$ cat src/logic/psr_pkg.sv
// Constants, register map and carrier types of the production signature bank.
package psr_pkg;

   // ************************************************************
   // Bus geometry
   // ************************************************************
   localparam int ADDR_W    = 8;
   localparam int DATA_W    = 32;
   localparam int NUM_BYTES = 18;
   localparam int SLOT_W    = 5;

   localparam logic [1:0] RESP_OKAY   = 2'h0;
   localparam logic [1:0] RESP_DECERR = 2'h3;

   // ************************************************************
   // Register indices; the byte address is four times the index
   // ************************************************************
   localparam logic [5:0] IDX_OSC32M_CAL_B_VALUE = 6'h03;
   localparam logic [5:0] IDX_OSC32M_CAL_A_VALUE = 6'h04;
   localparam logic [5:0] IDX_LOT_NUMBER_BYTE0   = 6'h08;
   localparam logic [5:0] IDX_LOT_NUMBER_BYTE1   = 6'h09;
   localparam logic [5:0] IDX_LOT_NUMBER_BYTE2   = 6'h0A;
   localparam logic [5:0] IDX_LOT_NUMBER_BYTE3   = 6'h0B;
   localparam logic [5:0] IDX_LOT_NUMBER_BYTE4   = 6'h0C;
   localparam logic [5:0] IDX_LOT_NUMBER_BYTE5   = 6'h0D;
   localparam logic [5:0] IDX_WAFER_NUMBER       = 6'h10;
   localparam logic [5:0] IDX_DIE_X_COORD_LOW    = 6'h12;
   localparam logic [5:0] IDX_DIE_X_COORD_HIGH   = 6'h13;
   localparam logic [5:0] IDX_DIE_Y_COORD_LOW    = 6'h14;
   localparam logic [5:0] IDX_DIE_Y_COORD_HIGH   = 6'h15;
   localparam logic [5:0] IDX_USB_PAD_TRIM_LOW   = 6'h1A;
   localparam logic [5:0] IDX_USB_PAD_TRIM_HIGH  = 6'h1B;
   localparam logic [5:0] IDX_OSC_48MHZ_TRIM     = 6'h1C;
   localparam logic [5:0] IDX_ADC_A_TRIM_LOW     = 6'h20;
   localparam logic [5:0] IDX_ADC_A_TRIM_HIGH    = 6'h21;

   // Storage slot k holds the register whose index is SLOT_INDEX[k].
   localparam logic [5:0] SLOT_INDEX [NUM_BYTES] = '{
      IDX_OSC32M_CAL_B_VALUE, IDX_OSC32M_CAL_A_VALUE,
      IDX_LOT_NUMBER_BYTE0,   IDX_LOT_NUMBER_BYTE1,
      IDX_LOT_NUMBER_BYTE2,   IDX_LOT_NUMBER_BYTE3,
      IDX_LOT_NUMBER_BYTE4,   IDX_LOT_NUMBER_BYTE5,
      IDX_WAFER_NUMBER,
      IDX_DIE_X_COORD_LOW,    IDX_DIE_X_COORD_HIGH,
      IDX_DIE_Y_COORD_LOW,    IDX_DIE_Y_COORD_HIGH,
      IDX_USB_PAD_TRIM_LOW,   IDX_USB_PAD_TRIM_HIGH,
      IDX_OSC_48MHZ_TRIM,
      IDX_ADC_A_TRIM_LOW,     IDX_ADC_A_TRIM_HIGH
   };

   localparam logic [SLOT_W-1:0] SLOT_CAL_B = 5'h00;
   localparam logic [SLOT_W-1:0] SLOT_CAL_A = 5'h01;

   // ************************************************************
   // Carrier types
   // ************************************************************
   typedef logic [NUM_BYTES-1:0][7:0] psr_row_t;

   typedef struct packed {
      logic       load;
      logic [7:0] trim_a;
      logic [7:0] trim_b;
   } psr_fll_trim_t;

   typedef struct packed {
      logic              hit;
      logic [SLOT_W-1:0] slot;
   } psr_decode_t;

endpackage

$ cat src/logic/psr_bank.sv
// Read-only production signature bank with AXI4-Lite access and reset-time trim copy.
`timescale 1ns/10ps
// Function
// - Index 0x03 is copied into trim register B of the fast oscillator loop on every reset.
// - Index 0x04 is copied into trim register A of the fast oscillator loop on every reset.
// - Indices 0x08 to 0x0D read back lot number bytes 0 to 5 in rising order.
// - Index 0x10 reads back the wafer number, one part of the device serial number.
// - Indices 0x12/0x13 read die X low then high, and 0x14/0x15 read die Y low then high.
// - The USB pad trim bytes are never pushed into the USB block by hardware.
// - Index 0x1C holds a trim that, written to loop trim B, retunes the oscillator to 48MHz.
// - The converter A trims at 0x20 and 0x21 are never pushed into the converter by hardware.
module psr_bank (
   input  wire logic                       aclk,
   input  wire logic                       aresetn,
   input  wire psr_pkg::psr_row_t          factory_row,
   output psr_pkg::psr_fll_trim_t          fll_trim,
   input  wire logic [psr_pkg::ADDR_W-1:0] s_axi_awaddr,
   input  wire logic [2:0]                 s_axi_awprot,
   input  wire logic                       s_axi_awvalid,
   output logic                            s_axi_awready,
   input  wire logic [psr_pkg::DATA_W-1:0] s_axi_wdata,
   input  wire logic [3:0]                 s_axi_wstrb,
   input  wire logic                       s_axi_wvalid,
   output logic                            s_axi_wready,
   output logic [1:0]                      s_axi_bresp,
   output logic                            s_axi_bvalid,
   input  wire logic                       s_axi_bready,
   input  wire logic [psr_pkg::ADDR_W-1:0] s_axi_araddr,
   input  wire logic [2:0]                 s_axi_arprot,
   input  wire logic                       s_axi_arvalid,
   output logic                            s_axi_arready,
   output logic [psr_pkg::DATA_W-1:0]      s_axi_rdata,
   output logic [1:0]                      s_axi_rresp,
   output logic                            s_axi_rvalid,
   input  wire logic                       s_axi_rready
);

   // ************************************************************
   // State
   // ************************************************************
   typedef struct packed {
      psr_pkg::psr_row_t          bank;
      psr_pkg::psr_fll_trim_t     trim;
      logic                       aw_got;
      logic                       w_got;
      logic [psr_pkg::ADDR_W-1:0] awaddr;
      logic                       bvalid;
      logic [1:0]                 bresp;
      logic                       rvalid;
      logic [1:0]                 rresp;
      logic [psr_pkg::DATA_W-1:0] rdata;
   } psr_state_t;

   psr_state_t state;
   psr_state_t next_state;

   // Maps a byte address to a storage slot; the two low address bits are ignored.
   function automatic psr_pkg::psr_decode_t psr_decode(input logic [psr_pkg::ADDR_W-1:0] addr);
      psr_pkg::psr_decode_t d;
      d = '0;
      for (int k = 0; k < psr_pkg::NUM_BYTES; k++) begin
         if (addr[psr_pkg::ADDR_W-1:2] == psr_pkg::SLOT_INDEX[k]) begin
            d.hit  = 1'b1;
            d.slot = k[psr_pkg::SLOT_W-1:0];
         end
      end
      return d;
   endfunction

   logic                 aw_take;
   logic                 w_take;
   logic                 ar_take;
   psr_pkg::psr_decode_t wr_dec;
   psr_pkg::psr_decode_t rd_dec;

   // ************************************************************
   // Handshakes
   // ************************************************************
   // Address and data are each held off while a write response is pending or once taken until the other arrives,
   // so the master may offer them in either order.
   assign s_axi_awready = !state.aw_got && !state.bvalid;
   assign s_axi_wready  = !state.w_got && !state.bvalid;
   assign s_axi_arready = !state.rvalid;
   assign aw_take       = s_axi_awvalid && s_axi_awready;
   assign w_take        = s_axi_wvalid && s_axi_wready;
   assign ar_take       = s_axi_arvalid && s_axi_arready;
   assign rd_dec        = psr_decode(s_axi_araddr);

   // ************************************************************
   // Next state
   // ************************************************************
   always_comb begin
      next_state = state;
      wr_dec     = '0;
      if (!aresetn) begin
         next_state             = '0;
         // The bank is refilled from the factory row on every reset cycle.
         next_state.bank        = factory_row;
         next_state.trim.load   = 1'b1;
         next_state.trim.trim_b = factory_row[psr_pkg::SLOT_CAL_B];
         next_state.trim.trim_a = factory_row[psr_pkg::SLOT_CAL_A];
      end else begin
         // Trim values stay driven after reset so the loop keeps its setting.
         next_state.trim.load = 1'b0;
         if (aw_take) begin
            next_state.aw_got = 1'b1;
            next_state.awaddr = s_axi_awaddr;
         end
         if (w_take) begin
            next_state.w_got = 1'b1;
         end
         if (state.bvalid && s_axi_bready) begin
            next_state.bvalid = 1'b0;
         end
         if (next_state.aw_got && next_state.w_got && !state.bvalid) begin
            // Write data is dropped: the bank never changes after reset.
            wr_dec            = psr_decode(next_state.awaddr);
            next_state.aw_got = 1'b0;
            next_state.w_got  = 1'b0;
            next_state.bvalid = 1'b1;
            next_state.bresp  = wr_dec.hit ? psr_pkg::RESP_OKAY : psr_pkg::RESP_DECERR;
         end
         if (state.rvalid && s_axi_rready) begin
            next_state.rvalid = 1'b0;
         end
         if (ar_take) begin
            next_state.rvalid = 1'b1;
            if (rd_dec.hit) begin
               // Slot order places lot, wafer and coordinate bytes at their own
               // indices, and the 48MHz trim is only ever offered to software.
               next_state.rdata = {24'h000000, state.bank[rd_dec.slot]};
               next_state.rresp = psr_pkg::RESP_OKAY;
            end else begin
               next_state.rdata = 32'h00000000;
               next_state.rresp = psr_pkg::RESP_DECERR;
            end
         end
      end
   end

   always_ff @(posedge aclk) begin
      state <= next_state;
   end

   // ************************************************************
   // Outputs
   // ************************************************************
   // The USB and converter trims leave this block only through AXI reads.
   assign fll_trim     = state.trim;
   assign s_axi_bvalid = state.bvalid;
   assign s_axi_bresp  = state.bresp;
   assign s_axi_rvalid = state.rvalid;
   assign s_axi_rresp  = state.rresp;
   assign s_axi_rdata  = state.rdata;

endmodule

$ cat config.mk
export PLATFORM = sky130hd
export DESIGN_NAME = psr_bank
export DESIGN_NICKNAME = d
export VERILOG_FILES = /design/src/logic/psr_pkg.sv /design/src/logic/psr_bank.sv
export SDC_FILE = /design/constraint.sdc
export NUM_CORES = 1
export LEC_CHECK = 0
export BUFFER_PORTS_ARGS = -buffer_cell sky130_fd_sc_hd__buf_4
export CELL_PAD_IN_SITES_DETAIL_PLACEMENT = 0
export CELL_PAD_IN_SITES_GLOBAL_PLACEMENT = 2
export CORE_MARGIN = 3
export CORE_UTILIZATION = 34
export CTS_CLUSTER_DIAMETER = 30
export DETAILED_ROUTE_END_ITERATION = 7
export PLACE_DENSITY = 0.95
export SKIP_CTS_REPAIR_TIMING = 1
export SKIP_LAST_GASP = 1
export SLEW_MARGIN = 20
export SYNTH_ARGS = -nofsm -noshare
export SYNTH_HDL_FRONTEND = slang
export SYNTH_SLANG_ARGS = --single-unit
$ cat constraint.sdc
create_clock -name aclk -period 11.4 [get_ports aclk]
set_input_delay 1.71 -clock aclk [delete_from_list [all_inputs] [get_ports aclk]]
set_output_delay 1.71 -clock aclk [all_outputs]
set_load 0.01 [all_outputs]
Word level (Yosys, flattened, before mapping)
Index checks and enable logic that the tools add are counted.

operators by class
  bitwise gates (word level) = 1
  mux-type cells = 53
  $lt $le $gt $ge = 1
  equality and inequality tests = 36
  reduce and logical (&&, ||, !) cells = 16

operators with widths
  operator                                             count
  two-way mux 6 bit                                    38
  equality test 6 x 5 -> 1 bit, second input constant  16
  equality test 6 x 4 -> 1 bit, second input constant  12
  binary-select mux 8 bit (select 5 bit)               1
  two-way mux 35 bit                                   1
  two-way mux 34 bit                                   1
  equality test 6 bit, second input constant           4
  two-way mux 8 bit                                    3
  equality test 6 x 2 -> 1 bit, second input constant  2
  equality test 6 x 3 -> 1 bit, second input constant  2
  logical AND 1 bit                                    9
  two-way mux 1 bit                                    7
  < comparator 5 x 6 -> 1 bit, second input constant   1
  zero test 1 bit                                      4
  nonzero test 2 bit                                   2
  two-way mux 3 bit                                    1
  two-way mux 2 bit                                    1
  OR reduction 2 bit                                   1
  NOT 1 bit                                            1

storage, ports and cells
  word-level logic and storage cells = 134
  register bits = 191
  bits of input ports = 209
  output and inout bits = 58

Logic depth before layout (Yosys ltp)
Gate-level depths: netlist (run 1).

  depth in word-level cells = 28
  depth in mapped cells = 11
  gate-level depth less buffers = 7

Least setup slack after synthesis (run 1)
OpenSTA, ideal clock, no wires.

  path type = input port to flip-flop
  start point = input port aresetn
  end point = register state (netlist bit fll_trim[16])
  buffers on the path = 1
  arrival = 5.900 ns
  stages on the path = 2
  path slack = 4.904 ns
  required time = 10.804 ns
  setup time = 0.596 ns
  cell sequence = inv_1 -> clkbuf_1

RTL lines
  what                  RTL line         RTL
  from (decl)           psr_bank.sv:14   input wire logic aresetn,
  to (signal assigned)  psr_bank.sv:142  state <= next_state;
  to (decl)             psr_bank.sv:54   psr_state_t state;

Worst setup path after layout (run 1)
  start point = input port s_axi_araddr[2] in the netlist's numbering
  end point = register state (netlist bit s_axi_rdata[5])

between the ends
  cells in the longest elaborated chain, start to end = 21
  elaborated cells between the ends (all ways) = 39
  those cells by class = 18 x eq/ne; 21 x mux

RTL lines
  what                                     RTL line         RTL
  from (decl)                              psr_bank.sv:28   input wire logic [psr_pkg::ADDR_W-1:0] s_axi_araddr,
  equality test 6 x 3 -> 1 bit             psr_bank.sv:62   if (addr[psr_pkg::ADDR_W-1:2] == psr_pkg::SLOT_INDEX[k]) begin
  two-way mux 6 bit (16 in series)         psr_bank.sv:62
  two-way mux 6 bit *                      psr_bank.sv:62
  binary-select mux 8 bit (select 5 bit)   psr_bank.sv:131  next_state.rdata = {24'h000000, state.bank[rd_dec.slot]};
  two-way mux 8 bit (implied by the code)  psr_bank.sv:131
  two-way mux 34 bit *                     psr_bank.sv:128  if (rd_dec.hit) begin

Mark *: on every way between the ends. The rest lies on a longest branch, timed or not. The select of a mux whose other input is x is not followed.
A chain may end at the register's enable or synchronous reset.

==> results of run 1 <==
==> layer usage <==
| layer | vias to the layer above | global-route usage [%] | wire [um] |
|---|---|---|---|
| li1 | 2389 | - | - |
| met1 | 2369 | 20.5 | 7760 |
| met2 | 189 | 27.1 | 9490 |
| met3 | 23 | 5.20 | 1530 |
| met4 | 0 | 5.22 | 361 |
| met5 | - | 0 | 0 |
==> worst max-delay path by stage <==
stage	start	to	depth (start not counted)	slack, ps
3_5_place_dp	s_axi_araddr[2]	s_axi_rdata[5]	9	6740
5_1_grt	s_axi_araddr[5]	s_axi_rdata[5]	9	7030
6_report	s_axi_araddr[2]	s_axi_rdata[5]	9	7250
4_1_cts	s_axi_araddr[2]	s_axi_rdata[5]	9	7190
2_1_floorplan	aresetn	fll_trim[16]	2	4900
3_3_place_gp	s_axi_araddr[2]	s_axi_rdata[5]	9	6760
==> final cells by class <==
type	count	area [um2]
sequential	165	4740
inverter	6	27.5
fill	1876	11300
clock buffer	19	433
clock inverter	13	148
tap	270	338
multi-input combinational	340	2070
timing repair buffer	204	1530
==> where the power goes <==
group          internal (W)  total [W]  leakage [nW]  switching (W)
Sequential         0.000708   0.000724          1.58      0.0000156
Clock              0.000327   0.000573         0.279       0.000246
Combinational     0.0000821   0.000170          1.82      0.0000882
==> registers in the layout (all words and copies together) (netlist names) <==
| name | flops |
|---|---|
| fll_trim | 17 |
| s_axi_bresp | 1 |
| s_axi_bvalid | 1 |
| s_axi_rdata | 8 |
| s_axi_rresp | 1 |
| s_axi_rvalid | 1 |
| state | 136 |
==> cells by family (layout without fill, tap and decap cells) <==
| group | Yosys count | in the layout | share of synthesized area, % |
|---|---|---|---|
| multiplexers | 30 | 30 | 4.18 |
| XOR/XNOR | 2 | 2 | 0.241 |
| AO/OA/AOI/OAI | 106 | 106 | 11.4 |
| adder cells (fa/ha/maj) | 1 | 1 | 0.138 |
| AND/OR/NAND/NOR | 177 | 177 | 11.1 |
| flip-flops | 165 | 165 | 65.2 |
| buffers and inverters | 87 | 242 | 7.73 |
| other | 1 | 24 | 0.0515 |
==> synthesized netlist by cell type, drive strengths merged, types with 2 or more instances <==
master   number
and3b         2
o31a          2
nand2b        3
nor2b        10
clkbuf        9
a21oi        10
o2bb2ai       8
mux2i        27
a211oi        7
nand2        93
a32oi        10
nor3          3
o22ai         9
a221oi        3
o21ai        13
dfxtp        21
a31oi         6
buf          72
edfxtp      144
o31ai         3
nor3b         3
mux2          3
a221o        13
o211ai       10
inv           6
o221a         2
nor2         28
nand3        27
==> metrics by stage <==
step                      util (%)  hold WS, ps  total power (W)
after floorplan                  -          460         0.000840
after global placement        42.2          491         0.000905
after detailed placement      42.2          498         0.000909
after CTS                     45.0          515          0.00148
after global routing          45.0          531          0.00153
final                         45.0          510          0.00147
==> worst max-delay path: stages <==
cell       delay (ps)
buf_4             210
and4b_1           330
o31a_2            620
buf_4             510
mux2_2            410
o2bb2ai_1         130
nor3_1            290
o21ai_1           120
o2bb2ai_1         120
==> run_results.csv, run 1 <==
group,metric,value,unit
setup_path,r2r_slack,9310,ps
synthesis,yosys.area.top_type,"edfxtp_1",
timing,slew-limit-headroom,40.3,%
global_routing,antenna_found_initial,0,
timing,hold_viol_final,0,
die,io_pins,267,
global_routing,grt_usage,16.4,%
die,die_y,152,um
drt,vias_per_cell,4.89,
layout,final_cell_mix,"204 x buf_4, 144 x edfxtp_1, 93 x nand2_1",
die,die_w,152,um
layout,instances_no_fill,1017,
layout,area_growth,27.6,%
timing,rsz0062_at_grt,"no",
clock_tree,numCtsBuffers,17,
placed_design,dp_hpwl,13800,um
synthesis,synth_area_leaders,"edfxtp_1 59%, dfxtp_1 5.8%, buf_4 5.6%, nand2_1 4.8%, mux2i_1 3.7%",
die,die_area,23200,um2
timing,tightest_slew,895,ps
layout,nets,943,
synthesis,ys_seq_elements,165,
global_routing,grt_max_degree,86,
global_routing,grt_first_pass_wirelength,29000,um
setup_path,crit_path_start_kind,"input port",
die,core,20600,um2
synthesis,synthFlopType,"edfxtp_1",
min_path,holdPathStages,2,
min_path,worstHoldStart,"state[45]",
placed_design,dp_slack,6740,ps
clock_tree,worst_skew_pair.late_latency,430,ps
clock_tree,clkSlewWorstSetupHoldPaths,70,ps
global_routing,grt_pass1_vias,4987,
setup_path,cp.required,11710,ps
setup_path,critPathArrivalTime,4460,ps
synthesis,synth_edf_count,144,
synthesis,async_flop_share,0,%
layout,layout_commonest_cell,"buf_4",
die,num_rows,52,
timing,skew,12.7,ps
timing,finalSetupViolCount,0,
layout,design_area,9290,um2
power,p_leak,3.68,nW
run_status,status,"finished clean",
synthesis,synth.top_cell.area_share,59.4,%
min_path,hold_class,"flip-flop to flip-flop",
placed_design,portBuffers,196,
clock_tree,tritoncts,"built",
clock_tree,cts_sinks,165,
timing,setup-tns-final,0,ps
synthesis,syn_inst,569,
drt,drt_iter0_markers,316,
drt,drc,0,
placed_design,place_area,8710,um2
setup_path,rr_startpoint,"s_axi_bvalid",
timing,period_share,36.4,%
drt,routed_wl,19100,um
placed_design,post-place-cells,985,
setup_path,reg2reg_to,"s_axi_bresp[0]",
setup_path,crit_path_end_kind,"flip-flop",
setup_path,path_max_fanout,31,
power,peakVddDrop,0.0000901,V
setup_path,r2r_cells,8,
timing,finalMaxSlewViolations,0,
timing,fmax,241,MHz
timing,fin_crit,4150,ps
die,start_util,35.3,%
timing,fin_ws,7250,ps
synthesis,synth.avg_cell_area,12.8,um2
layout,drive_above_1_share,33.5,%
min_path,min_to,"state[45]",
layout,diodes,0,
clock_tree,cts.path.max_buffers,2,
synthesis,yosysWarningCount,0,
drt,ant_nets,0,
drt,wl_per_cell,18.8,um
drt,vias,4970,
drt,dr.pass1.iters,5,
power,powerDensity,158,nW/um2
setup_path,crit_type,"input port to flip-flop",
clock_tree,htreeDepth,4,
synthesis,synth_seq_area_share,65.2,%
placed_design,place_congestion,0.757,
synthesis,ys_types,60,
job,drv_cap,0,
global_routing,grt-ovfl-total,0,
clock_tree,clock-root-buffer,"clkbuf_16",
synthesis,netlist_area,7280,um2
(Power assumes the default switching activity.)
==> inputs of run 2 (changes only) <==
--- a/config.mk
+++ b/config.mk
@@ -9,10 +9,10 @@
 export CELL_PAD_IN_SITES_DETAIL_PLACEMENT = 0
 export CELL_PAD_IN_SITES_GLOBAL_PLACEMENT = 2
 export CORE_MARGIN = 3
-export CORE_UTILIZATION = 34
+export CORE_UTILIZATION = 28
 export CTS_CLUSTER_DIAMETER = 30
 export DETAILED_ROUTE_END_ITERATION = 7
-export PLACE_DENSITY = 0.95
+export PLACE_DENSITY = 0.85
 export SKIP_CTS_REPAIR_TIMING = 1
 export SKIP_LAST_GASP = 1
 export SLEW_MARGIN = 20
==> constraint.sdc (replaced) <==
create_clock -name aclk -period 3.7 [get_ports aclk]
set_input_delay 0.555 -clock aclk [delete_from_list [all_inputs] [get_ports aclk]]
set_output_delay 0.555 -clock aclk [all_outputs]
set_load 0.01 [all_outputs]
==> run_results.csv, run 2 (synthesis results as in run 1) <==
group,metric,value,unit
global_routing,grt_pass1_vias,4942,
global_routing,met2_usage,21.9,%
timing,fin_crit,2700,ps
setup_path,reg2reg_to,"s_axi_bresp[0]",
clock_tree,cts_sinks,165,
setup_path,cp.required,4040,ps
timing,rsz0062_at_grt,"no",
layout,largest_reg_flops,136,
die,start_util,28.7,%
setup_path,crit_path_start_kind,"input port",
drt,ant_nets,0,
clock_tree,tritoncts,"built",
placed_design,portBuffers,196,
drt,wl_per_cell,18.5,um
setup_path,crit_path_end,"s_axi_rdata[6]",
layout,area_growth,29.3,%
layout,drive_above_1_share,33.7,%
die,core,25400,um2
drt,drt_iter0_markers,282,
global_routing,antenna_found_initial,1,
global_routing,grt_max_degree,97,
clock_tree,worst_skew_pair.late_latency,430,ps
global_routing,grt.busiest_layer,"met2",
layout,layout_commonest_cell,"buf_4",
timing,skew,10.2,ps
timing,finalSetupViolCount,0,
die,die_w,167,um
clock_tree,cts.path.max_buffers,2,
timing,fmax,371,MHz
power,p_leak,3.70,nW
die,num_rows,58,
drt,routed_wl,20000,um
power,peakVddDrop,0.000226,V
timing,hold_slack,300,ps
timing,tightest_slew,781,ps
min_path,hold_class,"input port to flip-flop",
layout,instances_no_fill,1081,
die,die_area,28000,um2
drt,vias,4936,
clock_tree,numCtsBuffers,17,
clock_tree,clock-root-buffer,"clkbuf_16",
power,finalPower,0.00453,W
clock_tree,clkSlewWorstSetupHoldPaths,70,ps
timing,setup-tns-final,0,ps
job,drv_cap,0,
global_routing,grt-ovfl-total,0,
setup_path,r2r_slack,1610,ps
layout,regMostFlops,"state",
setup_path,worst_setup_path_startpoint,"s_axi_araddr[2]",
global_routing,grtUsageMet1,17.8,%
die,io_pins,267,
timing,fin_ws,1000,ps
timing,finalMaxSlewViolations,0,
layout,final_cell_mix,"206 x buf_4, 144 x edfxtp_1, 93 x nand2_1",
global_routing,use_met3,4.60,%
setup_path,crit_type,"input port to flip-flop",
run_status,status,"finished clean",
placed_design,post-place-cells,1048,
setup_path,rr_startpoint,"s_axi_bvalid",
timing,slew-limit-headroom,47.6,%
drt,drc,0,
drt,dr.pass1.iters,4,
setup_path,critPathArrivalTime,3030,ps
layout,nets,946,
timing,period_share,72.9,%
setup_path,path_max_fanout,23,
setup_path,crit_path_end_kind,"flip-flop",
clock_tree,htreeDepth,4,
die,die_y,167,um
placed_design,dp_slack,521,ps
setup_path,r2r_cells,8,
global_routing,grt_usage,14.0,%
global_routing,grt_first_pass_wirelength,29300,um
placed_design,dp_hpwl,14600,um
placed_design,place_congestion,0.787,
drt,vias_per_cell,4.57,
timing,hold_viol_final,0,
power,powerDensity,481,nW/um2
-- run 2: cell count changes in the layout (fill, tap and decap cells not counted), sizes merged --
cell / change
inv: -5
buf: +3
clkbuf: +3
clkinv: +1
clkinvlp: +1
diode: +1
-- run 2: cell type report --
class / instances / area [um2]
Tap cell: 330 / 413
Sequential cell: 165 / 4740
Antenna cell: 1 / 2.50
Clock buffer: 22 / 464
Inverter: 6 / 27.5
Clock inverter: 10 / 123
Timing Repair Buffer: 207 / 1570
Fill cell: 2458 / 16000
Multi-Input combinational cell: 340 / 2070
-- run 2: routing by layer --
layer	vias to the layer above	part of all wire, %
li1	2390	-
met1	2322	42
met2	196	47
met3	28	8.1
met4	0	3.3
met5	-	0
-- run 2: worst min-delay path by stage --
| stage | startpoint | to | cells past startpoint |
|---|---|---|---|
| detailed placement | s_axi_bresp[0] | s_axi_bresp[0] | 2 |
| global route | factory_row[68] | state[133] | 1 |
| CTS | factory_row[90] | state[155] | 1 |
| floorplan | state[46] | state[46] | 2 |
| finish | factory_row[12] | fll_trim[12] | 1 |
| global placement | state[45] | state[45] | 2 |
-- run 2: worst max-delay path, stage by stage --
cell and delay (ps):
buf_4 220, and4b_1 330, o31a_2 610, buf_4 410, nand2_1 90, and3_1 180
a311oi_2 260, a221oi_2 70, a221oi_2 300
-- run 2: power by group --
| group | total, W | leakage (nW) | switching (W) | internal [W] |
|---|---|---|---|---|
| Clock | 0.00176 | 0.277 | 0.000727 | 0.00103 |
| Sequential | 0.00223 | 1.58 | 0.0000484 | 0.00218 |
| Combinational | 0.000533 | 1.84 | 0.000277 | 0.000256 |
| Total | 0.00453 | 3.70 | 0.00105 | 0.00347 |
-- run 2: stage by stage --
stage / util (%) / instance area, um2
finish: 37.0 / 9410
floorplan: - / 7370
detailed placement: 34.7 / 8820
CTS: 37.0 / 9410
global placement: 34.7 / 8820
global route: 37.0 / 9410
